`config.mk`:
```
export PLATFORM = sky130hd
export DESIGN_NAME = prs_top
export DESIGN_NICKNAME = d
export VERILOG_FILES = /design/src/common/prs_pkg.sv /design/src/core/prs_sync.sv /design/src/core/prs_top.sv
export VERILOG_INCLUDE_DIRS = /design/src /design/src/common
export SDC_FILE = /design/constraint.sdc
export NUM_CORES = 1
export LEC_CHECK = 0
export ABC_AREA = 0
export ABC_CLOCK_PERIOD_IN_PS = 5800
export CAP_MARGIN = 20
export CORE_ASPECT_RATIO = 1.25
export CORE_MARGIN = 3
export CORE_UTILIZATION = 30
export CTS_CLUSTER_DIAMETER = 80
export DETAILED_ROUTE_END_ITERATION = 12
export DONT_BUFFER_PORTS = 1
export GPL_TIMING_DRIVEN = 0
export PLACE_DENSITY_LB_ADDON = 0.1
export SLEW_MARGIN = 10
export SYNTH_ARGS = -nofsm -noshare
export SYNTH_HDL_FRONTEND = slang
export SYNTH_SLANG_ARGS = --single-unit
export TNS_END_PERCENT = 5
```
`constraint.sdc`:
```
create_clock -name aclk -period 5.8 [get_ports aclk]
set_input_delay 0.58 -clock aclk [delete_from_list [all_inputs] [get_ports aclk]]
set_output_delay 0.58 -clock aclk [all_outputs]
set_load 0.02 [all_outputs]
```
`src/common/prs_cfg.svh`:
```
// Overview of operation
// - Bits 31:17 are reserved: writes are dropped, reads give zero.
// - Bit 16 puts CAN TX/RX on C7/C6 when clear, on E7/H2 when set.
// - Bit 15 takes pulse timer input B from B0, or from H7 when set.
// - Bit 14 takes pulse timer input A from D5, or from E2 when set.
// - Bit 13 puts third serial TX/RX on D7/D6, or on I1/I0 when set.
// - Bit 12 puts second serial TX/RX on C7/C6, or on F3/F2 when set.
// - Bit 11 puts second SPI SCK, MOSI, MISO, select on D0-D3 or G4-G7.
// - Bit 10 puts second I2C SCL/SDA on E1/E0, or on H4/H3 when set.
// - Bit 9 routes timer C channel 5 to B5 when clear, to G7 when set.
// - Bit 8 routes timer C channel 4 to B4 when clear, to G6 when set.
// - Bits 7:6 put timer C ch 3 on C3, D1 or G5; code 3 is reserved.
// - Bits 5:4 put timer C ch 2 on C2, D0 or G4; code 3 is reserved.
// - Bits 3:2 put timer C ch 1 on C1, H1 or F1; code 3 is reserved.
// - Bits 1:0 put timer C ch 0 on C0, H0 or F0; code 3 is reserved.
`ifndef PRS_CFG_SVH
`define PRS_CFG_SVH

`define PRS_ADDR_W 12
`define PRS_OFF_ROUTE 12'h010
`define PRS_ROUTE_RESET 32'h00000000
`define PRS_ROUTE_WMASK 32'h0001FFFF
`define PRS_RESP_OKAY 2'h0
`define PRS_RESP_SLVERR 2'h2

`define PRS_BIT_CAN 16
`define PRS_BIT_PWT_B 15
`define PRS_BIT_PWT_A 14
`define PRS_BIT_U3 13
`define PRS_BIT_U2 12
`define PRS_BIT_SPI 11
`define PRS_BIT_I2C 10
`define PRS_BIT_TC5 9
`define PRS_BIT_TC4 8
`define PRS_F_TC3 6
`define PRS_F_TC2 4
`define PRS_F_TC1 2
`define PRS_F_TC0 0

`define PRS_NSIG 20
`define PRS_NPIN 36
`define PRS_PIN_NONE 6'h3F
`define PRS_PIN_B0 6'h00
`define PRS_PIN_B4 6'h01
`define PRS_PIN_B5 6'h02
`define PRS_PIN_C0 6'h03
`define PRS_PIN_C1 6'h04
`define PRS_PIN_C2 6'h05
`define PRS_PIN_C3 6'h06
`define PRS_PIN_C6 6'h07
`define PRS_PIN_C7 6'h08
`define PRS_PIN_D0 6'h09
`define PRS_PIN_D1 6'h0A
`define PRS_PIN_D2 6'h0B
`define PRS_PIN_D3 6'h0C
`define PRS_PIN_D5 6'h0D
`define PRS_PIN_D6 6'h0E
`define PRS_PIN_D7 6'h0F
`define PRS_PIN_E0 6'h10
`define PRS_PIN_E1 6'h11
`define PRS_PIN_E2 6'h12
`define PRS_PIN_E7 6'h13
`define PRS_PIN_F0 6'h14
`define PRS_PIN_F1 6'h15
`define PRS_PIN_F2 6'h16
`define PRS_PIN_F3 6'h17
`define PRS_PIN_G4 6'h18
`define PRS_PIN_G5 6'h19
`define PRS_PIN_G6 6'h1A
`define PRS_PIN_G7 6'h1B
`define PRS_PIN_H0 6'h1C
`define PRS_PIN_H1 6'h1D
`define PRS_PIN_H2 6'h1E
`define PRS_PIN_H3 6'h1F
`define PRS_PIN_H4 6'h20
`define PRS_PIN_H7 6'h21
`define PRS_PIN_I0 6'h22
`define PRS_PIN_I1 6'h23

`endif

```
`src/common/prs_pkg.sv`:
```
package prs_pkg;

  // Routed signal identities; the position is also the drive priority
  typedef enum logic [4:0] {
    PRS_CAN_TX, PRS_CAN_RX, PRS_PWT_B, PRS_PWT_A,
    PRS_U3_TX, PRS_U3_RX, PRS_U2_TX, PRS_U2_RX,
    PRS_SPI_SCK, PRS_SPI_MOSI, PRS_SPI_MISO, PRS_SPI_CS,
    PRS_I2C_SCL, PRS_I2C_SDA,
    PRS_TC5, PRS_TC4, PRS_TC3, PRS_TC2, PRS_TC1, PRS_TC0
  } prs_sig_t;

  typedef logic [5:0] prs_pin_t;

  typedef struct packed {
    logic oe;
    logic o;
  } prs_drv_t;

endpackage : prs_pkg

```
`src/core/prs_sync.sv`:
```
`timescale 1ns/10ps
`default_nettype none

module prs_sync #(
  parameter int W = 1
) (
  // Clock and reset
  input wire logic aclk,
  input wire logic aresetn,
  // Data
  input wire logic [W-1:0] d,
  output logic [W-1:0] q
);

  logic [W-1:0] meta;

  always_ff @(posedge aclk) begin
    if (!aresetn) begin
      meta <= '0;
      q <= '0;
    end else begin
      meta <= d;
      q <= meta;
    end
  end

endmodule : prs_sync

`default_nettype wire

```
`src/core/prs_top.sv`:
```
`timescale 1ns/10ps
`default_nettype none
`include "prs_cfg.svh"

module prs_top (
  // Clock and reset
  input wire logic aclk,
  input wire logic aresetn,
  // AXI4-Lite write address
  input wire logic awvalid,
  output logic awready,
  input wire logic [`PRS_ADDR_W-1:0] awaddr,
  input wire logic [2:0] awprot,
  // AXI4-Lite write data
  input wire logic wvalid,
  output logic wready,
  input wire logic [31:0] wdata,
  input wire logic [3:0] wstrb,
  // AXI4-Lite write response
  output logic bvalid,
  input wire logic bready,
  output logic [1:0] bresp,
  // AXI4-Lite read address
  input wire logic arvalid,
  output logic arready,
  input wire logic [`PRS_ADDR_W-1:0] araddr,
  input wire logic [2:0] arprot,
  // AXI4-Lite read data
  output logic rvalid,
  input wire logic rready,
  output logic [31:0] rdata,
  output logic [1:0] rresp,
  // Peripheral side
  input wire prs_pkg::prs_drv_t [`PRS_NSIG-1:0] periph_drv,
  output logic [`PRS_NSIG-1:0] periph_in,
  // Port pins
  input wire logic [`PRS_NPIN-1:0] pin_in,
  output logic [`PRS_NPIN-1:0] pin_out,
  output logic [`PRS_NPIN-1:0] pin_oe
);
  import prs_pkg::*;

  localparam logic [`PRS_ADDR_W-1:0] OFF_ROUTE = `PRS_OFF_ROUTE;
  localparam logic [31:0] WMASK = `PRS_ROUTE_WMASK;

  logic [31:0] pin_route_select_two;
  logic [`PRS_ADDR_W-1:0] awaddr_q;
  logic [31:0] wdata_q;
  logic [3:0] wstrb_q;
  logic do_write;
  logic [`PRS_NPIN-1:0] pin_s;
  logic [`PRS_NPIN-1:0] next_pin_out;
  logic [`PRS_NPIN-1:0] next_pin_oe;
  logic [`PRS_NSIG-1:0] next_periph_in;

  // ---------------------------------------------------------------
  // Decode helpers
  // ---------------------------------------------------------------
  function automatic logic addr_hit(input logic [`PRS_ADDR_W-1:0] a);
    addr_hit = (a[`PRS_ADDR_W-1:2] == OFF_ROUTE[`PRS_ADDR_W-1:2]);
  endfunction : addr_hit

  // Three-way field; the reserved code leaves the channel unrouted
  function automatic prs_pin_t tri_sel(input logic [1:0] code,
                                       input prs_pin_t p0,
                                       input prs_pin_t p1,
                                       input prs_pin_t p2);
    case (code)
      2'h0: tri_sel = p0;
      2'h1: tri_sel = p1;
      2'h2: tri_sel = p2;
      default: tri_sel = `PRS_PIN_NONE;
    endcase
  endfunction : tri_sel

  function automatic prs_pin_t route_pin(input prs_sig_t s,
                                         input logic [31:0] r);
    logic c;
    c = r[`PRS_BIT_CAN];
    case (s)
      PRS_CAN_TX: route_pin = c ? `PRS_PIN_E7 : `PRS_PIN_C7;
      PRS_CAN_RX: route_pin = c ? `PRS_PIN_H2 : `PRS_PIN_C6;
      PRS_PWT_B: route_pin = r[`PRS_BIT_PWT_B] ?
                             `PRS_PIN_H7 : `PRS_PIN_B0;
      PRS_PWT_A: route_pin = r[`PRS_BIT_PWT_A] ?
                             `PRS_PIN_E2 : `PRS_PIN_D5;
      PRS_U3_TX: route_pin = r[`PRS_BIT_U3] ?
                             `PRS_PIN_I1 : `PRS_PIN_D7;
      PRS_U3_RX: route_pin = r[`PRS_BIT_U3] ?
                             `PRS_PIN_I0 : `PRS_PIN_D6;
      PRS_U2_TX: route_pin = r[`PRS_BIT_U2] ?
                             `PRS_PIN_F3 : `PRS_PIN_C7;
      PRS_U2_RX: route_pin = r[`PRS_BIT_U2] ?
                             `PRS_PIN_F2 : `PRS_PIN_C6;
      PRS_SPI_SCK: route_pin = r[`PRS_BIT_SPI] ?
                               `PRS_PIN_G4 : `PRS_PIN_D0;
      PRS_SPI_MOSI: route_pin = r[`PRS_BIT_SPI] ?
                                `PRS_PIN_G5 : `PRS_PIN_D1;
      PRS_SPI_MISO: route_pin = r[`PRS_BIT_SPI] ?
                                `PRS_PIN_G6 : `PRS_PIN_D2;
      PRS_SPI_CS: route_pin = r[`PRS_BIT_SPI] ?
                              `PRS_PIN_G7 : `PRS_PIN_D3;
      PRS_I2C_SCL: route_pin = r[`PRS_BIT_I2C] ?
                               `PRS_PIN_H4 : `PRS_PIN_E1;
      PRS_I2C_SDA: route_pin = r[`PRS_BIT_I2C] ?
                               `PRS_PIN_H3 : `PRS_PIN_E0;
      PRS_TC5: route_pin = r[`PRS_BIT_TC5] ?
                           `PRS_PIN_G7 : `PRS_PIN_B5;
      PRS_TC4: route_pin = r[`PRS_BIT_TC4] ?
                           `PRS_PIN_G6 : `PRS_PIN_B4;
      PRS_TC3: route_pin = tri_sel(r[`PRS_F_TC3 +: 2], `PRS_PIN_C3,
                           `PRS_PIN_D1, `PRS_PIN_G5);
      PRS_TC2: route_pin = tri_sel(r[`PRS_F_TC2 +: 2], `PRS_PIN_C2,
                           `PRS_PIN_D0, `PRS_PIN_G4);
      PRS_TC1: route_pin = tri_sel(r[`PRS_F_TC1 +: 2], `PRS_PIN_C1,
                           `PRS_PIN_H1, `PRS_PIN_F1);
      PRS_TC0: route_pin = tri_sel(r[`PRS_F_TC0 +: 2], `PRS_PIN_C0,
                           `PRS_PIN_H0, `PRS_PIN_F0);
      default: route_pin = `PRS_PIN_NONE;
    endcase
  endfunction : route_pin

  // ---------------------------------------------------------------
  // Write channels
  // ---------------------------------------------------------------
  // Address and data are taken in either order; each ready stays low
  // until the response is accepted, so one write is in flight at most.
  assign do_write = !awready && !wready && !bvalid;

  always_ff @(posedge aclk) begin
    if (!aresetn) begin
      awready <= 1'b1;
      awaddr_q <= '0;
    end else if (awvalid && awready) begin
      awready <= 1'b0;
      awaddr_q <= awaddr;
    end else if (bvalid && bready) begin
      awready <= 1'b1;
    end
  end

  always_ff @(posedge aclk) begin
    if (!aresetn) begin
      wready <= 1'b1;
      wdata_q <= '0;
      wstrb_q <= '0;
    end else if (wvalid && wready) begin
      wready <= 1'b0;
      wdata_q <= wdata;
      wstrb_q <= wstrb;
    end else if (bvalid && bready) begin
      wready <= 1'b1;
    end
  end

  always_ff @(posedge aclk) begin
    if (!aresetn) begin
      bvalid <= 1'b0;
      bresp <= `PRS_RESP_OKAY;
    end else if (do_write) begin
      bvalid <= 1'b1;
      bresp <= addr_hit(awaddr_q) ? `PRS_RESP_OKAY : `PRS_RESP_SLVERR;
    end else if (bready) begin
      bvalid <= 1'b0;
    end
  end

  // ---------------------------------------------------------------
  // Route register
  // ---------------------------------------------------------------
  always_ff @(posedge aclk) begin
    if (!aresetn) begin
      pin_route_select_two <= `PRS_ROUTE_RESET;
    end else if (do_write && addr_hit(awaddr_q)) begin
      for (int b = 0; b < 4; b++) begin
        if (wstrb_q[b]) begin
          // Reserved bits are masked so they never hold a one
          pin_route_select_two[8*b +: 8] <= wdata_q[8*b +: 8] &
                                            WMASK[8*b +: 8];
        end
      end
    end
  end

  // ---------------------------------------------------------------
  // Read channel
  // ---------------------------------------------------------------
  always_ff @(posedge aclk) begin
    if (!aresetn) begin
      arready <= 1'b1;
      rvalid <= 1'b0;
      rdata <= '0;
      rresp <= `PRS_RESP_OKAY;
    end else if (arvalid && arready) begin
      arready <= 1'b0;
      rvalid <= 1'b1;
      rdata <= addr_hit(araddr) ? pin_route_select_two
                                : 32'h00000000;
      rresp <= addr_hit(araddr) ? `PRS_RESP_OKAY : `PRS_RESP_SLVERR;
    end else if (rvalid && rready) begin
      arready <= 1'b1;
      rvalid <= 1'b0;
    end
  end

  // ---------------------------------------------------------------
  // Pin multiplexer
  // ---------------------------------------------------------------
  prs_sync #(
    .W(`PRS_NPIN)
  ) u_pin_sync (
    .aclk(aclk),
    .aresetn(aresetn),
    .d(pin_in),
    .q(pin_s)
  );

  // Shared pins go to the lowest numbered signal that drives them;
  // software is expected to avoid such overlaps.
  always_comb begin
    prs_pin_t p;
    p = `PRS_PIN_NONE;
    next_pin_out = '0;
    next_pin_oe = '0;
    next_periph_in = '0;
    for (int s = `PRS_NSIG - 1; s >= 0; s--) begin
      p = route_pin(prs_sig_t'(s), pin_route_select_two);
      if (p != `PRS_PIN_NONE) begin
        next_periph_in[s] = pin_s[p];
        if (periph_drv[s].oe) begin
          next_pin_oe[p] = 1'b1;
          next_pin_out[p] = periph_drv[s].o;
        end
      end
    end
  end

  always_ff @(posedge aclk) begin
    if (!aresetn) begin
      pin_out <= '0;
      pin_oe <= '0;
      periph_in <= '0;
    end else begin
      pin_out <= next_pin_out;
      pin_oe <= next_pin_oe;
      periph_in <= next_periph_in;
    end
  end
endmodule : prs_top

`default_nettype wire

```
==> results of run 1 <==
[per-layer routing]
| metal | vias up | global-route usage [%] | wire length, µm |
|---|---|---|---|
| li1 | 2929 | - | - |
| met1 | 2781 | 20.65 | 10340 |
| met2 | 227 | 28.35 | 12660 |
| met3 | 25 | 5.294 | 2401 |
| met4 | 0 | 4.143 | 499 |
| met5 | - | 0 | 0 |
[cells in the mapped netlist, types with 17 or more instances]
library cell  count  area share (%)
nand4_1          22             1.6
ha_1             18             2.7
nor2_1           57             2.6
mux2i_1          29             3.5
buf_4            17             1.5
o21ai_0          25             1.5
a21oi_1          74             4.4
nand2_1          90             4.0
dfxtp_1         235              56
a22oi_1          17             1.5
and2_1           90             6.7
clkbuf_1         33             1.5
[through the flow]
stage | total power [mW] | utilization [%] | setup WS [ns] | instances | hold slack, ns
6_report | 3.513 | 35.78 | 3.494 | 1253 | 0.1862
5_1_grt | 3.664 | 35.78 | 3.387 | 1253 | 0.1685
4_1_cts | 3.567 | 35.78 | 3.418 | 1253 | 0.1621
3_5_place_dp | 1.920 | 32.67 | 3.127 | 1210 | 0.4169
3_3_place_gp | 1.920 | 32.67 | 3.138 | 1210 | 0.4166
2_1_floorplan | 1.864 | - | 3.880 | 865 | 0.4119
[flip-flops by register name, indices dropped and copies added (netlist names)]
| signal | count |
|---|---|
| wstrb_q | 3 |
| wready | 1 |
| u_pin_sync.q | 36 |
| rvalid | 1 |
| bvalid | 1 |
| periph_in | 20 |
| awready | 1 |
| pin_route_select_two | 17 |
| pin_out | 36 |
| u_pin_sync.meta | 36 |
| wdata_q | 17 |
| pin_oe | 36 |
| rdata | 17 |
| rresp | 1 |
| bresp | 1 |
| arready | 1 |
| awaddr_q | 10 |
[cells by family (layout without fill, tap and decap cells)]
group / count (synthesis) / count (layout) / synth area share (%)
muxes: 39 / 39 / 6.150
DFF: 235 / 235 / 56.13
other: 1 / 17 / 0.04474
adders and majority gates: 18 / 18 / 2.687
and+or+nand+nor: 340 / 340 / 21.35
AOI/OAI and AO/OA: 136 / 136 / 9.225
buffers and inverters: 80 / 123 / 4.419
[power groups by stage]
| stage | logic, mW | registers, mW | clock network [mW] |
|---|---|---|---|
| 2_1_floorplan | 0.116 | 1.75 | 0 |
| 3_3_place_gp | 0.158 | 1.76 | 0 |
| 3_5_place_dp | 0.159 | 1.76 | 0 |
| 4_1_cts | 0.160 | 1.73 | 1.68 |
| 5_1_grt | 0.177 | 1.73 | 1.76 |
| 6_report | 0.156 | 1.72 | 1.63 |
[final timing paths]
path,slack (ns),end,start
max,3.49,periph_in[8]$_SDFF_PN0_,pin_route_select_two[11]$_SDFFE_PN0P_
min,0.19,pin_out[19]$_SDFF_PN0_,periph_drv[0]
max reg2reg,3.49,periph_in[8]$_SDFF_PN0_,pin_route_select_two[11]$_SDFFE_PN0P_
min reg2reg,0.43,u_pin_sync.q[5]$_SDFF_PN0_,u_pin_sync.meta[5]$_SDFF_PN0_
[area by class of cell]
| cell class | instances | area share, % |
|---|---|---|
| Multi-Input combinational cell | 550 | 34.64 |
| Buffer | 65 | 3.231 |
| Clock inverter | 10 | 1.339 |
| Inverter | 15 | 0.5793 |
| Sequential cell | 235 | 48.40 |
| Tap cell | 345 | 4.441 |
| Clock buffer | 33 | 7.364 |
[worst max-delay path, cell delays in order (launching register included)]
cell and delay (ns):
dfxtp_1 0.44, clkbuf_1 0.45, buf_1 0.87, mux2i_1 0.31, nor2_1 0.07
==> impl_metrics.ini, run 1 <==
[timing]
finalCritPeriodShare_pct = 39.75
fin_setup_tns_ns = 0
worstMarginPinSlew_ns = 1.101
setup_violations = 0
period_needed_ns = 2.306
fin_skew_ns = 0.01243
timing.fmax_ghz = 0.4337
final_hold_viol_count = 0
slew_headroom_pct = 26.58
final_max_slew_viol_count = 0
rsz0062_at_grt = no

[critical_path]
arrival_ns = 2.67
worstPathRequired_ns = 6.17
crit_type = reg -> reg
cp-start-kind = flip-flop
end_kind = flip-flop
crit_fanout = 10
r2r_cells = 4

[power_and_ir_drop]
p_leak_nw = 3.727
p_seq_share_pct = 49.1
clkPwrFrac_pct = 46.5
p_sw_share_pct = 22.55
internal_power_mw = 2.721
vdd_drop_max_uv = 131.9
combPwrFrac_pct = 4.4
power_switching_uw = 792.2
power_density_nw_per_um2 = 361.5

[synthesis]
yosysWarningCount = 0
synth_ff_type = dfxtp_1
ys_seq_area_share_pct = 56.13
syn_area_um2 = 8382
synth-edff-count = 0
synthCells = 849
postSynthAreaPerCell_um2 = 9.873
ys_types = 39
synth_seq_cells = 235
synth-async-reset-ratio_pct = 0

[status]
outcome = finished, final reports clean

[placement]
io_buffers = 0
place.gp.congestion = 0.7572
place_area_um2 = 8874
dp_hpwl_mm = 19.59

[grt]
grt_pass1_wl_mm = 38.09
grt_max_degree = 14
antenna_found_initial = 1
grt.total_usage_pct = 16.71
first_global_vias = 6066
grt_overflow = 0

[routing]
wl_mm = 25.90
drc = 0
firstDrtPassIters = 4
drtIter0Drc = 244
wl_per_cell_um = 20.67
vias_per_cell = 4.758
ant_nets = 0
vias = 5962

[cts]
ctsHoldBuffers = 0
cts-root-buf = clkbuf_16
cts.sinks = 235
ctsResizeCount = 0
clk_pin_slew_ns = 0.06
insertion_delay_ns = 0.52
cts_buffers = 25
clock_path_buffers = 3
cts_tree = done
cts_htree_levels = 1
cts_setup_buffers = 0

[die]
start_util_pct = 30.86
dieArea_um2 = 29990
pin_count = 282
floorplan.rows = 67
die_h_um = 192.9
die_x_um = 155.5
coreArea_um2 = 27160

[job]
maxCapViolations = 0

[layout]
seqCellArea_um2 = 4705
fin_nets = 1059
stdcell_area_um2 = 9719
mostFrequentLayoutCells = 235 x dfxtp_1, 90 x and2_1, 90 x nand2_1
layout_commonest_cell = dfxtp_1
multi_input_area_um2 = 3367
num_antenna_cells = 0
drive_gt1_share_pct = 8.150
nFillCells = 2833
syn_to_final_growth_pct = 15.96

[worst_hold_path]
hp-class = in -> reg
holdPathStages = 1
(Power assumes the default switching activity.)
==> run 2: changes to the inputs <==
Settings changed: ABC_CLOCK_PERIOD_IN_PS 5800 to 2400.
Clock period 5.8 ns to 2.4 ns, I/O delays scaled along.
==> run 2 against run 1 <==
Net effect: critical path depth unchanged; utilization up 4.5 points; sequential power up 140%; non-clock buffer count up 122; worst setup slack worse by 3.3 ns; design area up 13%.
==> impl_metrics.ini, run 2 (synthesized netlist as in run 1, its figures left out) <==
[cts]
cts_htree_levels = 1
insertion_delay_ns = 0.52
clk_pin_slew_ns = 0.06
clock_path_buffers = 3
cts-root-buf = clkbuf_16
cts_tree = done
cts_setup_buffers = 0
cts_buffers = 25
cts.sinks = 235

[placement]
io_buffers = 0
place.gp.congestion = 0.7572
place_area_um2 = 8874
dp_hpwl_mm = 19.59
pre_cts_ws_ns = 0.02305

[timing]
worst_slack_ns = 0.1477
worst_hold_slack_ns = 0.02138
setup_violations = 0
slew_headroom_pct = 36.71
timing.fmax_ghz = 0.4440
worstMarginPinSlew_ns = 0.9493
fin_skew_ns = 0.01183
finalCritPeriodShare_pct = 93.85
fin_setup_tns_ns = 0
period_needed_ns = 2.252
final_max_slew_viol_count = 0
final_hold_viol_count = 0
rsz0062_at_grt = no

[routing]
wl_mm = 26.95
drc = 0
ant_nets = 0
wl_per_cell_um = 19.58
vias_per_cell = 4.693
drtIter0Drc = 256
firstDrtPassIters = 4
vias = 6458

[worst_hold_path]
hp-class = in -> reg

[status]
outcome = finished, final reports clean

[die]
start_util_pct = 30.86
floorplan.rows = 67
coreArea_um2 = 27160
die_x_um = 155.5
dieArea_um2 = 29990
pin_count = 282
die_h_um = 192.9

[grt]
antenna_found_initial = 2
first_global_vias = 6694
grt.total_usage_pct = 17.57
grt_pass1_wl_mm = 40.51
use_met3_pct = 3.993
grt_util_met1_pct = 21.94
grt_overflow = 0
grt_max_degree = 14
grt.busiest_layer = met2
grt_use_met2_pct = 30.35

[layout]
layout_commonest_cell = dfxtp_1
stdcell_area_um2 = 10950
syn_to_final_growth_pct = 30.66
mostFrequentLayoutCells = 235 x dfxtp_1, 122 x dlygate4sd3_1, 90 x and2_1, 90 x nand2_1, 74 x a21oi_1
final_core_util_pct = 40.32
drive_gt1_share_pct = 7.184
fin_nets = 1181

[critical_path]
path_cells = clkbuf_1 > clkdlybuf4s15_1 > mux2i_1 > nor2_1
worstPathRequired_ns = 2.77
crit_type = reg -> reg
cp-start-kind = flip-flop
path_delay_family = buffers and inverters
end_kind = flip-flop
worst-path-buf-inv = 2
cpPeakStageDelay_ns = 0.82
crit_fanout = 10
cp_slowest_cell = clkdlybuf4s15_1
arrival_ns = 2.62

[job]
maxCapViolations = 0

[power_and_ir_drop]
vdd_drop_max_uv = 331.7
p_leak_nw = 4.264
power_density_nw_per_um2 = 791.0
-- run 2: layer usage --
| layer | wire length, µm | share of wire, % | up-vias |
|---|---|---|---|
| met5 | 0 | 0 | - |
| li1 | - | - | 3177 |
| met1 | 11120 | 41 | 3010 |
| met2 | 13270 | 49 | 237 |
| met3 | 1879 | 7.0 | 34 |
| met4 | 678 | 2.5 | 0 |
-- run 2: metrics by stage --
stage,total power [mW],instances
finish,8.663,1376
global route,9.037,1376
CTS,8.782,1375
detailed placement,4.641,1210
global placement,4.639,1210
floorplan,4.504,865
-- run 2: path summary, 6_finish.rpt --
path / slack (ns) / endpoint / startpoint / cells after the start
worst max register to register: 0.15 / periph_in[8]$_SDFF_PN0_ / pin_route_select_two[11]$_SDFFE_PN0P_ / 4
worst min register to register: 0.43 / u_pin_sync.q[5]$_SDFF_PN0_ / u_pin_sync.meta[5]$_SDFF_PN0_ / 1
worst min-delay path: 0.02 / pin_oe[21]$_SDFF_PN0_ / periph_drv[37] / 3
worst max-delay path: 0.15 / periph_in[8]$_SDFF_PN0_ / pin_route_select_two[11]$_SDFFE_PN0P_ / 4
-- run 2: report_power, final --
| part | switching, mW | internal (mW) | leakage, nW |
|---|---|---|---|
| clock network | 1.55 | 2.40 | 0.416 |
| registers | 0.129 | 4.04 | 1.92 |
| logic | 0.283 | 0.258 | 1.92 |
-- run 2: cell type report --
class | count | area [µm²]
sequential | 235 | 4705
inverter | 15 | 56.30
tap | 345 | 431.7
multi-input combinational | 550 | 3367
fill | 2742 | 16210
clock inverter | 10 | 130.1
timing repair buffer | 122 | 1221
buffer | 65 | 322.8
antenna | 1 | 2.502
clock buffer | 33 | 715.7
-- run 2: worst reg2reg max path, cell delays in order, from the launching register on --
cell,delay [ns]
dfxtp_1,0.44
clkbuf_1,0.45
clkdlybuf4s15_1,0.82
mux2i_1,0.32
nor2_1,0.08
-- run 2: repair_timing --
item / 4_1_cts / 5_1_grt
resized for setup: 0 / 2
hold buffers: 122 / 0
hold endpoints to repair: 129 / 0
setup endpoints to repair: 0 / 2
==> run 3: changes to the inputs <==
Settings changed: CORE_UTILIZATION 30 to 42.
==> run 3 against run 2 <==
Net effect: design area shrank 2.3%; routed wire length down 9.1%; critical path type unchanged; clock skew up 0.0061 ns; combinational power shrank 3%; highest routed layer unchanged; largest power group unchanged; sequential power about the same; worst hold slack better by 0.0033 ns; sequential cell count did not move; critical path depth up 2; count of clock-buffer cells in the layout unchanged; die area shrank 28%; via count increased by 0.71%; utilization increased by 14 points.
==> impl_metrics.ini, run 3 (synthesized netlist as in run 1, its figures left out) <==
[status]
outcome = finished, final reports clean

[timing]
period_needed_ns = 2.188
finalCritPeriodShare_pct = 91.16
worstMarginPinSlew_ns = 0.8914
slew_headroom_pct = 40.57
final_hold_viol_count = 0
final_max_slew_viol_count = 0
setup_violations = 0
fin_setup_tns_ns = 0
fin_skew_ns = 0.01798
timing.fmax_ghz = 0.4571
rsz0062_at_grt = no

[die]
pin_count = 282
floorplan.rows = 57
dieArea_um2 = 21700
die_x_um = 132.4
die_h_um = 163.9
start_util_pct = 42.89
coreArea_um2 = 19540

[cts]
clock_path_buffers = 3
ctsResizeCount = 0
ctsHoldBuffers = 116
clk_pin_slew_ns = 0.06
cts_tree = done
cts.sinks = 235
cts_setup_buffers = 0
cts_buffers = 23
cts-root-buf = clkbuf_16
cts_htree_levels = 1
insertion_delay_ns = 0.51

[critical_path]
path_cells = inv_1 > ha_1 > nand2_1 > nor4b_1 > nand3b_1 > a31oi_1
rr_endpoint = pin_out[17]$_SDFF_PN0_
arrival_ns = 2.62
cp_slowest_cell = dfxtp_1
end_kind = flip-flop
crit_type = reg -> reg
worst-path-buf-inv = 1
cp-start-kind = flip-flop
regToRegSetupSlack_ns = 0.21
r2r_start = pin_route_select_two[5]$_SDFFE_PN0P_
worstPathRequired_ns = 2.83
path_delay_family = simple AND/OR/NAND/NOR gates
cpPeakStageDelay_ns = 0.53
crit_fanout = 7
r2r_cells = 6

[grt]
grt_use_met2_pct = 37.06
grt_util_met1_pct = 25.66
grt.busiest_layer = met2
grt_overflow = 0
grt_max_degree = 17
first_global_vias = 6511
grt_pass1_wl_mm = 36.14
grt.total_usage_pct = 21.29
use_met3_pct = 4.534
antenna_found_initial = 1

[worst_hold_path]
holdPathStages = 2
hold_start = periph_drv[34]
hp-class = in -> reg
whs_endpoint = pin_out[4]$_SDFF_PN0_

[layout]
num_antenna_cells = 0
nFillCells = 1796
drive_gt1_share_pct = 6.940
fin_nets = 1173
syn_to_final_growth_pct = 27.65
layout_commonest_cell = dfxtp_1
mostFrequentLayoutCells = 235 x dfxtp_1, 116 x dlygate4sd3_1, 90 x and2_1, 90 x nand2_1, 74 x a21oi_1

[routing]
ant_nets = 0
wl_mm = 24.49
vias = 6504
wl_per_cell_um = 19.01
vias_per_cell = 5.050
firstDrtPassIters = 5
drc = 0
drtIter0Drc = 433

[placement]
place.gp.congestion = 0.8843
io_buffers = 0
dp_hpwl_mm = 17.63

[power_and_ir_drop]
total_power_mw = 8.264
vdd_drop_max_uv = 552.8
power_density_nw_per_um2 = 772.4
p_leak_nw = 4.189

[job]
maxCapViolations = 0
run 3: cell count changes in the layout (fill, tap and decap cells not counted), sizes merged, moves of 2 or more:
cell         previous run  this run
buf                    30        32
dlygate4sd3           122       116
inv                    15        18
bufinv                  3         1
run 3: worst max-delay path by stage:
stage / startpoint / endpoint / slack, ns / cells after the start
after global placement: aresetn / periph_in[13]$_SDFF_PN0_ / 0.09 / 5
after floorplan: pin_route_select_two[6]$_SDFFE_PN0P_ / periph_in[16]$_SDFF_PN0_ / 0.48 / 5
after detailed placement: aresetn / periph_in[13]$_SDFF_PN0_ / 0.13 / 5
after CTS: pin_route_select_two[6]$_SDFFE_PN0P_ / periph_in[16]$_SDFF_PN0_ / 0.20 / 5
after global routing: pin_route_select_two[4]$_SDFFE_PN0P_ / pin_out[21]$_SDFF_PN0_ / 0.07 / 7
final: pin_route_select_two[5]$_SDFFE_PN0P_ / pin_out[17]$_SDFF_PN0_ / 0.21 / 6
run 3: layout make-up:
| type | instances | area [µm²] | share of cell area [%] |
|---|---|---|---|
| inverters | 15 | 56.30 | 0.5263 |
| clock inverters | 9 | 91.34 | 0.8537 |
| well taps | 265 | 331.6 | 3.099 |
| plain buffers | 65 | 314.1 | 2.935 |
| multi-input cells | 550 | 3367 | 31.47 |
| repair buffers | 116 | 1161 | 10.85 |
| clock buffers | 33 | 673.1 | 6.292 |
| flip-flops and latches | 235 | 4705 | 43.97 |
run 3: layer usage:
| layer | share of wire, % | up-vias |
|---|---|---|
| li1 | - | 3156 |
| met3 | 7.1 | 58 |
| met1 | 41 | 3037 |
| met2 | 48 | 253 |
| met4 | 3.9 | 0 |
| met5 | 0 | - |
run 3: per-stage QoR:
stage                     worst slack (ns)  util [%]  instance area, µm²  hold slack (ns)  instances
after global routing               0.06600     54.75               10700          0.01996       1288
after global placement             0.08861     44.90                8773           0.3626       1130
after CTS                           0.1962     54.75               10700        0.0008816       1288
final                               0.2122     54.75               10700          0.02464       1288
after detailed placement            0.1326     44.90                8773           0.3648       1130
after floorplan                     0.4802         -                8442           0.3614        865
run 3: power breakdown:
| part | internal, mW | switching [mW] | leakage, nW |
|---|---|---|---|
| combinational | 0.252 | 0.271 | 1.89 |
| sequential | 4.04 | 0.130 | 1.92 |
| clock | 2.08 | 1.49 | 0.375 |
| total | 6.37 | 1.90 | 4.19 |
run 3: worst reg2reg max path, cell delays in order (launching register included):
cell and delay (ns):
dfxtp_1 0.53, inv_1 0.16, ha_1 0.47, nand2_1 0.20, nor4b_1 0.46, nand3b_1 0.13, a31oi_1 0.18
